==> config.mk <==
export PLATFORM = sky130hd
export DESIGN_NAME = mos_sync
export DESIGN_NICKNAME = d
export VERILOG_FILES = /design/src/mos_sync.v
export VERILOG_INCLUDE_DIRS = /design/src /design/src/src
export SDC_FILE = /design/constraint.sdc
export NUM_CORES = 1
export LEC_CHECK = 0
export BUFFER_PORTS_ARGS = -buffer_cell sky130_fd_sc_hd__clkbuf_2
export CAP_MARGIN = 5
export CORE_MARGIN = 2
export CORE_UTILIZATION = 50
export DETAILED_ROUTE_END_ITERATION = 10
export HOLD_SLACK_MARGIN = 0.15
export PLACE_DENSITY = 0.78
export SKIP_LAST_GASP = 1
export SLEW_MARGIN = 20
export SYNTH_ARGS = -nofsm -noshare
export SYNTH_HDL_FRONTEND = slang
export SYNTH_SLANG_ARGS = --single-unit
==> constraint.sdc <==
create_clock -name clock -period 5.45 [get_ports clock]
set_input_delay 0.8175 -clock clock [delete_from_list [all_inputs] [get_ports clock]]
set_output_delay 0.8175 -clock clock [all_outputs]
set_load 0.005 [all_outputs]
==> src/mos_consts.vh <==
`ifndef MOS_CONSTS_VH
`define MOS_CONSTS_VH

// Sync mode codes
`define MOS_MODE_CTRL 2'h0
`define MOS_MODE_ALONE 2'h1

// Register offsets
`define MOS_ADDR_CTRL 8'h00
`define MOS_ADDR_OUT0 8'h01
`define MOS_ADDR_STAT 8'h08

// Control register fields
`define MOS_CTRL_MODE_LO 0
`define MOS_CTRL_PD_BIT 2

// Output config register fields
`define MOS_OUT_DEL_LO 0
`define MOS_OUT_FD_BIT 6
`define MOS_OUT_EN_BIT 7
`define MOS_OUT_MOD_LO 8

// Reset values
`define MOS_CTRL_RST 3'h1
`define MOS_OUT_RST 14'h0100

// Latencies in clock cycles and driver modulus limit
`define MOS_LAT_ALONE 7'h06
`define MOS_LAT_FSYNC 7'h3E
`define MOS_LAT_FOLLOW 7'h07
`define MOS_LAT_DRV_BASE 7'h06
`define MOS_LAT_DRV_STEP 7'h07
`define MOS_DRV_MAX_MOD 6'h08

`endif

==> src/mos_sync.v <==
`timescale 1ns/10ps
`include "mos_consts.vh"

module mos_sync #(
  parameter NOUT = 5
) (
  // Clock and reset
  input wire clock,
  input wire nrst,
  // Register port
  input wire [7:0] reg_addr,
  input wire [15:0] reg_wdata,
  input wire reg_wr,
  input wire reg_rd,
  output reg [15:0] reg_rdata,
  // Sync pin and feedback divider
  input wire sync_pin,
  input wire fb_div_out,
  // Clock outputs
  output wire [NOUT-1:0] differential_clock_output,
  output wire retimed_sync_pulse
);

  // ****************************************
  // Configuration registers
  // ****************************************
  reg [1:0] sync_mode_select_r;
  reg pll_power_down_r;
  reg [13:0] out_cfg_r [0:NOUT-1];
  reg [NOUT-1:0] out_lvl_r;
  reg [NOUT-1:0] busy_w;
  wire is_ctrl;
  wire is_follow;
  wire retime_fb;
  integer k;
  // Reset words; only the control word is split into fields below
  localparam [2:0] CTRL_RST = `MOS_CTRL_RST;
  localparam [13:0] OUT_RST = `MOS_OUT_RST;

  assign is_ctrl = (sync_mode_select_r == `MOS_MODE_CTRL);
  assign is_follow = sync_mode_select_r[1];
  // Divider retiming only while PLL runs and not in follower mode
  assign retime_fb = ~is_follow & ~pll_power_down_r;

  always @(posedge clock) begin
    if (!nrst) begin
      sync_mode_select_r <= CTRL_RST[1:0];
      pll_power_down_r <= CTRL_RST[2];
      for (k = 0; k < NOUT; k = k + 1) begin
        out_cfg_r[k] <= OUT_RST;
      end
    end else if (reg_wr) begin
      if (reg_addr == `MOS_ADDR_CTRL) begin
        sync_mode_select_r <= reg_wdata[`MOS_CTRL_MODE_LO+1:`MOS_CTRL_MODE_LO];
        pll_power_down_r <= reg_wdata[`MOS_CTRL_PD_BIT];
      end
      for (k = 0; k < NOUT; k = k + 1) begin
        if (reg_addr == `MOS_ADDR_OUT0 + k[7:0]) begin
          out_cfg_r[k] <= reg_wdata[13:0];
        end
      end
    end
  end

  // ****************************************
  // Control and status words
  // ****************************************
  wire [15:0] ctrl_word;
  wire [15:0] stat_word;

  // Unused upper bits read as zero
  assign ctrl_word = {13'h0000, pll_power_down_r, sync_mode_select_r};
  assign stat_word = {5'h00, busy_w, retimed_sync_pulse, out_lvl_r};

  // ****************************************
  // Read port
  // ****************************************
  always @(posedge clock) begin
    if (!nrst) begin
      reg_rdata <= 16'h0000;
    end else begin
      reg_rdata <= 16'h0000;
      if (reg_rd) begin
        if (reg_addr == `MOS_ADDR_CTRL) begin
          reg_rdata <= ctrl_word;
        end else if (reg_addr == `MOS_ADDR_STAT) begin
          reg_rdata <= stat_word;
        end else begin
          for (k = 0; k < NOUT; k = k + 1) begin
            if (reg_addr == `MOS_ADDR_OUT0 + k[7:0]) begin
              reg_rdata <= {2'h0, out_cfg_r[k]};
            end
          end
        end
      end
    end
  end

  // ****************************************
  // Sync input synchronizer and retiming
  // ****************************************
  reg sync_meta_r;
  reg sync_s_r;
  reg fb_prev_r;
  reg retimed_sync_pulse_r;
  reg retimed_sync_pulse_d_r;
  reg retimed_sync_pulse_nxt;
  wire fb_rise;

  // Rising edge of the feedback divider
  assign fb_rise = fb_div_out & ~fb_prev_r;

  always @(posedge clock) begin
    if (!nrst) begin
      fb_prev_r <= 1'b0;
    end else begin
      fb_prev_r <= fb_div_out;
    end
  end

  always @* begin
    retimed_sync_pulse_nxt = retimed_sync_pulse_r;
    if (!retime_fb) begin
      retimed_sync_pulse_nxt = sync_s_r;
    end else if (fb_rise) begin
      retimed_sync_pulse_nxt = sync_s_r;
    end
  end

  always @(posedge clock) begin
    if (!nrst) begin
      sync_meta_r <= 1'b0;
      sync_s_r <= 1'b0;
      retimed_sync_pulse_r <= 1'b0;
      retimed_sync_pulse_d_r <= 1'b0;
    end else begin
      sync_meta_r <= sync_pin;
      sync_s_r <= sync_meta_r;
      retimed_sync_pulse_r <= retimed_sync_pulse_nxt;
      retimed_sync_pulse_d_r <= retimed_sync_pulse_r;
    end
  end

  // ****************************************
  // Outputs
  // ****************************************
  assign retimed_sync_pulse = retimed_sync_pulse_r;
  assign differential_clock_output = out_lvl_r;

  // ****************************************
  // Per-output divider and gate
  // ****************************************
  localparam ST_RUN = 2'h0;
  localparam ST_PARK = 2'h1;
  localparam ST_WAIT = 2'h2;

  // ****************************************
  // Release detect
  // ****************************************
  wire sync_fall;
  // First cycle that retimed sync reads low
  assign sync_fall = retimed_sync_pulse_d_r & ~retimed_sync_pulse_r;

  genvar g;
  generate
    for (g = 0; g < NOUT; g = g + 1) begin : g_out
      reg [1:0] st_r;
      reg [1:0] st_nxt;
      reg [5:0] cnt_r;
      reg [5:0] cnt_nxt;
      reg [6:0] wait_r;
      reg [6:0] wait_nxt;
      reg lvl_nxt;
      reg [5:0] meff;
      reg [6:0] lat;
      reg [5:0] half;
      reg [5:0] drv_steps;
      reg [6:0] del_ext;
      wire en;
      wire drv;
      wire [5:0] del;
      wire [5:0] mod;

      assign en = out_cfg_r[g][`MOS_OUT_EN_BIT];
      // Drive select counts only in controller mode
      assign drv = is_ctrl & out_cfg_r[g][`MOS_OUT_FD_BIT];
      assign del = out_cfg_r[g][`MOS_OUT_DEL_LO+5:`MOS_OUT_DEL_LO];
      assign mod = out_cfg_r[g][`MOS_OUT_MOD_LO+5:`MOS_OUT_MOD_LO];

      // ****************************************
      // Divider setting and latency
      // ****************************************
      always @* begin
        meff = (mod == 6'h00) ? 6'h01 : mod;
        if (drv && mod > `MOS_DRV_MAX_MOD) begin
          meff = `MOS_DRV_MAX_MOD;
        end
        // Any other modulus passes unchanged
        half = (meff >> 1) + {5'h00, meff[0]};
        drv_steps = `MOS_DRV_MAX_MOD - meff;
        del_ext = {1'b0, del};
        if (drv) begin
          // Delay field unused for drivers
          lat = `MOS_LAT_DRV_BASE + `MOS_LAT_DRV_STEP * {1'b0, drv_steps};
        end else if (is_follow) begin
          lat = `MOS_LAT_FOLLOW + del_ext;
        end else if (is_ctrl) begin
          lat = `MOS_LAT_FSYNC + del_ext;
        end else begin
          lat = `MOS_LAT_ALONE + del_ext;
        end
      end

      // ****************************************
      // Gate state machine
      // ****************************************
      always @* begin
        st_nxt = st_r;
        wait_nxt = wait_r;
        cnt_nxt = (cnt_r + 6'h01 >= meff) ? 6'h00 : cnt_r + 6'h01;
        lvl_nxt = (cnt_nxt < half);
        case (st_r)
          ST_RUN: begin
            // Unenabled outputs never leave this state
            if (en && retimed_sync_pulse_r) begin
              st_nxt = ST_PARK;
            end
          end
          ST_PARK: begin
            if (!out_lvl_r[g]) begin
              cnt_nxt = cnt_r;
              lvl_nxt = 1'b0;
            end
            if (sync_fall) begin
              st_nxt = ST_WAIT;
              wait_nxt = lat;
              cnt_nxt = cnt_r;
              lvl_nxt = 1'b0;
            end
          end
          ST_WAIT: begin
            cnt_nxt = cnt_r;
            lvl_nxt = 1'b0;
            wait_nxt = wait_r - 7'h01;
            if (wait_r == 7'h01) begin
              st_nxt = ST_RUN;
              cnt_nxt = 6'h00;
              lvl_nxt = 1'b1;
            end
          end
          default: begin
            st_nxt = ST_RUN;
          end
        endcase
      end

      always @(posedge clock) begin
        if (!nrst) begin
          st_r <= ST_RUN;
          cnt_r <= 6'h00;
          wait_r <= 7'h00;
          out_lvl_r[g] <= 1'b0;
        end else begin
          st_r <= st_nxt;
          cnt_r <= cnt_nxt;
          wait_r <= wait_nxt;
          out_lvl_r[g] <= lvl_nxt;
        end
      end

      always @* begin
        busy_w[g] = (st_r != ST_RUN);
      end
    end
  endgenerate

endmodule // mos_sync

## Word level (Yosys, flattened, before mapping)

Memories as Yosys holds them, arrays and structs flattened.
Index checks and enable logic that the tools add are counted.

| storage, ports and cells | value |
|---|---|
| register bits after elaboration | 104 |
| memory bits (writable) | 70 |
| output and inout bits | 22 |
| word-level logic and storage cells | 341 |
| memories kept | 1 |

| operators by class | value |
|---|---|
| $add $sub $neg | 40 |
| $mul | 5 |
| $lt $le $gt $ge | 15 |
| equality and inequality tests | 47 |
| multiplexer cells | 131 |
| bitwise operators | 19 |
| reduce and logical (&&, ||, !) cells | 52 |

Memory list:

| name | depth | width | read ports | clocked after memory_dff | wr ports | RTL line | text |
|---|---|---|---|---|---|---|---|
| out_cfg_r | 5 | 14 | 5 | 0 | 5 | mos_sync.v:29 | `reg [13:0] out_cfg_r [0:NOUT-1];` |

Operators by type and width:

| operator | number |
|---|---|
| $mux W6 | 30 |
| $mux W14 | 10 |
| $mux W7 | 20 |
| $add A3 B6 Y7 const A | 10 |
| $pmux W7 S2 | 5 |
| $pmux W6 S2 | 5 |
| $ne A2 B2 Y1 const B | 25 |
| $mux W1 | 38 |
| $add A3 B7 Y7 const A | 5 |
| $add A6 B6 Y7 const A | 5 |
| $eq A7 B1 Y1 const B | 5 |
| $mul A3 B6 Y7 const A | 5 |
| $sub A7 B1 Y7 const B | 5 |
| $add A5 B1 Y6 | 5 |
| $add A6 B1 Y6 const B | 5 |
| $ge A6 B6 Y1 | 5 |
| $gt A6 B4 Y1 const B | 5 |
| $logic_not A6 Y1 | 5 |
| $lt A6 B6 Y1 | 5 |
| $pmux W2 S3 | 5 |
| $reduce_and A3 Y1 | 10 |
| $sub A4 B6 Y6 const A | 5 |
| $mux W2 | 11 |
| $reduce_bool A2 Y1 | 10 |
| 20 further kinds | 70 |

## Longest topological paths before layout

| logic depth | value |
|---|---|
| depth in word-level cells | 10 |
| gate-level depth with buffers | 18 |
| mapped depth without buffers | 17 |

## Worst setup path after synthesis

OpenSTA, ideal clock, no wires.

| timing path | value |
|---|---|
| kind | register to register |
| from | register sync_mode_select_r[0] |
| to | register g_out[1].wait_r[6] |
| setup time | 70 ps |
| data arrival time | 4079 ps |
| slack | 1301 ps |
| stages on the path, launching flop included | 18 |
| path buffers | 1 |
| cell sequence | dfxtp_1 clkbuf_1 nor3b_1 o21ai_1 a22oi_1 ha_1 inv_1 o2111ai_1 o221ai_1 fa_1 inv_1 ha_1 ha_1 nor2b_1 o21a_1 o21ai_0 or4b_1 a21oi_1 |

| on the way | value |
|---|---|
| cells in the longest elaborated chain, start to end | 10 |
| elaborated cells between the ends (all ways) | 12 |
| those cells by class | add/sub: 2; mul: 1; mux: 6; bitwise: 1; reduce/logical: 2 |

RTL lines:

| element | RTL line | text |
|---|---|---|
| start: declaration | mos_sync.v:27 | `reg [1:0] sync_mode_select_r;` |
| start signal: assignment | mos_sync.v:47 | `sync_mode_select_r <= CTRL_RST[1:0];` |
| start signal: assignment | mos_sync.v:54 | `` sync_mode_select_r <= reg_wdata[`MOS_CTRL_MODE_LO+1:`MOS_CTRL_MODE_LO]; `` |
| $logic_not A2 Y1 (no line) * | -- |  |
| $and A1 B1 Y1 | mos_sync.v:186 | `` assign drv = is_ctrl & out_cfg_r[g][`MOS_OUT_FD_BIT]; `` |
| $logic_and A1 B1 Y1 (no line) | -- |  |
| $mux W6 | mos_sync.v:195 | `` if (drv && mod > `MOS_DRV_MAX_MOD) begin `` |
| $sub A4 B6 Y6 (no line) | -- |  |
| $mul A3 B6 Y7 (no line) | -- |  |
| $add A3 B7 Y7 (no line) | -- |  |
| $mux W7 * | mos_sync.v:202 | `if (drv) begin` |
| $mux W7 * | mos_sync.v:234 | `if (sync_fall) begin` |
| $pmux W7 S2 * | mos_sync.v:222 | `case (st_r)` |
| end signal: assignment | mos_sync.v:266 | `wait_r <= wait_nxt;` |
| end: declaration | mos_sync.v:171 | `reg [6:0] wait_r;` |

Mark *: on every way between the ends. The rest lies on a longest branch, timed or not. The select of a mux whose other input is x is not followed.
A chain may end at the register's enable or synchronous reset.

## Worst setup path after layout

| timing path | value |
|---|---|
| from | register sync_mode_select_r[1] |
| to | register out_lvl_r[0], in the netlist differential_clock_output[0] |

| on the way | value |
|---|---|
| cells in the longest elaborated chain, start to end | 10 |
| elaborated cells between the ends (all ways) | 11 |
| those cells by class | add/sub: 1; order compare: 2; mux: 5; bitwise: 1; reduce/logical: 2 |

RTL lines:

| element | RTL line | text |
|---|---|---|
| $logic_not A2 Y1 (no line) * | -- |  |
| $and A1 B1 Y1 * | mos_sync.v:186 |  |
| $logic_and A1 B1 Y1 (no line) * | -- |  |
| $mux W6 * | mos_sync.v:195 |  |
| $ge A6 B6 Y1 | mos_sync.v:220 | `cnt_nxt = (cnt_r + 6'h01 >= meff) ? 6'h00 : cnt_r + 6'h01;` |
| $mux W6 | mos_sync.v:220 |  |
| $lt A6 B6 Y1 * | mos_sync.v:221 | `lvl_nxt = (cnt_nxt < half);` |
| $mux W1 | mos_sync.v:230 | `if (!out_lvl_r[g]) begin` |
| $mux W1 | mos_sync.v:234 |  |
| $pmux W1 S2 * | mos_sync.v:222 |  |
| end signal: indexed assignment | mos_sync.v:267 | `out_lvl_r[g] <= lvl_nxt;` |
| end: declaration | mos_sync.v:30 | `reg [NOUT-1:0] out_lvl_r;` |

Mark *: on every way between the ends. The rest lies on a longest branch, timed or not.

==> impl_results.md <==
- Syn-to-layout area delta: 7.73%
- Yosys warnings: 0
- Final period util: 86.8%
- Overall power: 4.00 mW
- First-pass GRT wire length: 63.6 mm
- Final net count: 1991
- TritonRoute pass-1 iters: 6
- Layout cell share with drive strength beyond 1: 7.43%
- Cell Area, Synth: 14800 µm²
- Cells on worst reg2reg path: 15
- Yosys reg bits: 172
- Peak fanout along the critical path: 25
- F_max: 0.211 GHz
- Setup violators final: 0
- Initial antenna violation count: 2
- CORE AREA: 29400 µm²
- Critical Path RT: 5820 ps
- Most frequent cells in the layout: ha_1 (178), nand2_1 (151), inv_1 (141), nor2_1 (119), dfxtp_1 (101)
- Commonest non-fill, non-tap cell in the layout: ha_1
- Max Buffers Root-to-Sink: 2
- Status: complete, no violations
- Via count: 13.2k
- Total gr overflow: 0
- FP Rows: 63
- Fin crit period: approximately 4700 ps
- Worst Hold Depth: 1
- DR iter-0 viols: between 1k and 1.5k
- Hold WC Path Type: reg -> reg
- Min-delay src: sync_meta_r
- PortBufs: 47
- Average size of a mapped cell: 8.46 µm²
- Pin count of the biggest net entering global routing: 57
- WL per Instance: approximately 18 µm
- Area of the multi-input gates: 9880 µm²
- Die Wd: 176 µm
- Slew @ Worst Pin: 964 ps
- Worst setup SP type: flop
- Critical setup path kind: reg -> reg
- Post-synth top flop: dfxtp_1
- Number of synthesized flops with an enable pin: 70
- Max H-tree Level: 4
- Root buf cell: clkbuf_16
- Total global-route track usage: around a quarter
- Power Density: 250 nW/µm²
- WHS Endpoint: sync_s_r
- Synth unique cells: 84
- CTS sink cnt: 172
- Max_slew headroom: a little over a third
- Die height: about 180 µm
- Initial Util: 50.4%
- RePlAce Congestion: about 1.0
- Critical path arrival: 5110 ps
- Worst reg2reg endpoint: differential_clock_output[0]
- Sequential cell area fraction in the yosys report: 28.0%
- Post-detail-place hpwl: 29.9 mm
- Synth Instances: between 1.5k and 2k
- Setup TNS: 0 ps
- DRC Markers: 0
- Register-to-register setup slack: ~720 ps
- CTS clk-pin slew, worst paths: 80 ps
- Num CTS Buffers: 17
- Clk_lat worst skew: 440 ps
- RSZ-0062 raised after global routing: no
- Worst clock skew: roughly 13 ps
- Static leakage: 6.77 nW
- DRT Wirelength: 39.5 mm
- Vias in the first global route: 12.5k
- Post-CTS Setup Inserts: 0
- Ports: 52
- Critical path endpoint category: flop
- Max Cap Viol: 0
- Cts hold-fix bufs: 0
- Vias per cell: 6.07
- FF-to-FF Start: sync_mode_select_r[1]
- PostCTS Resize Cnt: 0
- Die Area: 31000 µm²
- ANT nets after route: 0
- Max-slew violations: 0
- Fin. Hold Viols: 0
- Synth async-reset ratio: 0%
- Storage element area: approximately 4100 µm²
- Fillers: 2645
- Maximum vdd ir drop: around 210 µV
- CTS tree: yes
-- worst max path at each step --
stage                           from                      endpoint  slack [ps]
2_1_floorplan  sync_mode_select_r[0]            g_out[1].wait_r[6]        1300
3_3_place_gp   sync_mode_select_r[0]            g_out[1].wait_r[6]         980
3_5_place_dp   sync_mode_select_r[0]            g_out[1].wait_r[6]         860
4_1_cts        sync_mode_select_r[0]            g_out[1].wait_r[6]         830
5_1_grt        sync_mode_select_r[0]            g_out[0].wait_r[5]         410
6_report       sync_mode_select_r[1]  differential_clock_output[0]         720
-- metrics by stage --
stage	utilization [%]	hold WS [ps]	worst slack [ps]	std cells	instance area, µm²
after floorplan	-	412	1300	1754	14800
after global placement	52.3	419	978	2134	15400
after detailed placement	52.3	429	856	2134	15400
after CTS	54.2	451	831	2166	15900
after global routing	54.3	489	407	2167	16000
final	54.3	444	717	2168	16000
-- cell usage after synthesis (8+ instances only) --
cell type | count | area share [%]
mux2_2 | 9 | 0.68
nor3_1 | 41 | 1.4
fa_1 | 20 | 2.7
nand2b_1 | 30 | 1.3
ha_1 | 178 | 15
or2_2 | 8 | 0.34
and3_1 | 12 | 0.51
and2_1 | 34 | 1.4
a32oi_1 | 8 | 0.47
a21o_1 | 20 | 1.0
o2111ai_1 | 10 | 0.59
clkbuf_1 | 54 | 1.4
a211oi_1 | 19 | 0.96
edfxtp_1 | 70 | 14
nor2_1 | 119 | 3.0
a221oi_1 | 10 | 0.59
o211ai_1 | 21 | 1.1
nand2_1 | 151 | 3.8
a21oi_1 | 99 | 3.3
or3_1 | 11 | 0.46
o31ai_1 | 8 | 0.41
a31oi_1 | 16 | 0.68
o221ai_1 | 9 | 0.53
nand3_1 | 67 | 2.3
xnor2_1 | 50 | 3.0
xor2_1 | 49 | 2.9
o21a_1 | 33 | 1.7
a2111oi_0 | 12 | 0.71
dfxtp_1 | 102 | 14
o31a_1 | 9 | 0.53
o22ai_1 | 15 | 0.63
mux2i_1 | 28 | 1.9
inv_1 | 141 | 3.6
nor2b_1 | 25 | 1.1
o21ai_0 | 85 | 2.9
o21ai_1 | 29 | 0.98
a22oi_1 | 10 | 0.51
nor3b_1 | 11 | 0.56
-- worst max-delay path: stages, from the launching register on --
cell and delay [ps]:
dfxtp_2 650, buf_4 380, or3b_1 450, nor2_1 100
nor2_1 340, ha_1 330, a2111oi_0 700, o21a_1 280
nor2_1 100, nor2_1 110, ha_1 250, and3_1 200
and3b_1 200, a221oi_1 300, nand3_1 140, a21oi_1 140
-- per-layer routing --
| layer | global-route usage (%) | vias to the layer above | part of all wire [%] |
|---|---|---|---|
| met4 | 8.92 | 0 | 2.6 |
| met3 | 5.17 | 65 | 8.7 |
| met2 | 40.9 | 517 | 46 |
| li1 | - | 6358 | - |
| met1 | 34.4 | 6220 | 42 |
| met5 | 0 | - | 0 |
-- flip-flops by register name, indices dropped and copies added (netlist names) --
register	cells
out_cfg_r	70
g_out.wait_r	35
g_out.cnt_r	30
reg_rdata	14
g_out.st_r	10
differential_clock_output	5
sync_mode_select_r	2
fb_prev_r	1
pll_power_down_r	1
retimed_sync_pulse	1
retimed_sync_pulse_d_r	1
sync_meta_r	1
sync_s_r	1
-- cells by family after synthesis --
family                   Yosys count  share of synthesized area (%)
adder cells (fa/ha/maj)          198                           17.7
multiplexers                      37                           2.57
AO/OA/AOI/OAI                    474                           21.4
other                              1                         0.0253
XOR/XNOR                          99                           5.85
buffers and inverters            214                           5.63
AND/OR/NAND/NOR                  558                           18.9
flip-flops                       172                           28.0
-- report_power, final --
group          internal, mW  switching, mW
registers              1.42          0.119
clock network         0.609          0.611
logic                 0.543          0.700
-- area by class of cell --
type | instances | area share (%)
multi-input combinational | 1368 | 61.9
sequential | 172 | 26.0
inverter | 142 | 3.34
tap | 390 | 3.06
clock buffer | 17 | 2.66
timing repair buffer | 62 | 2.18
clock inverter | 15 | 0.901
antenna | 2 | 0.0313
(Power assumes the default switching activity.)
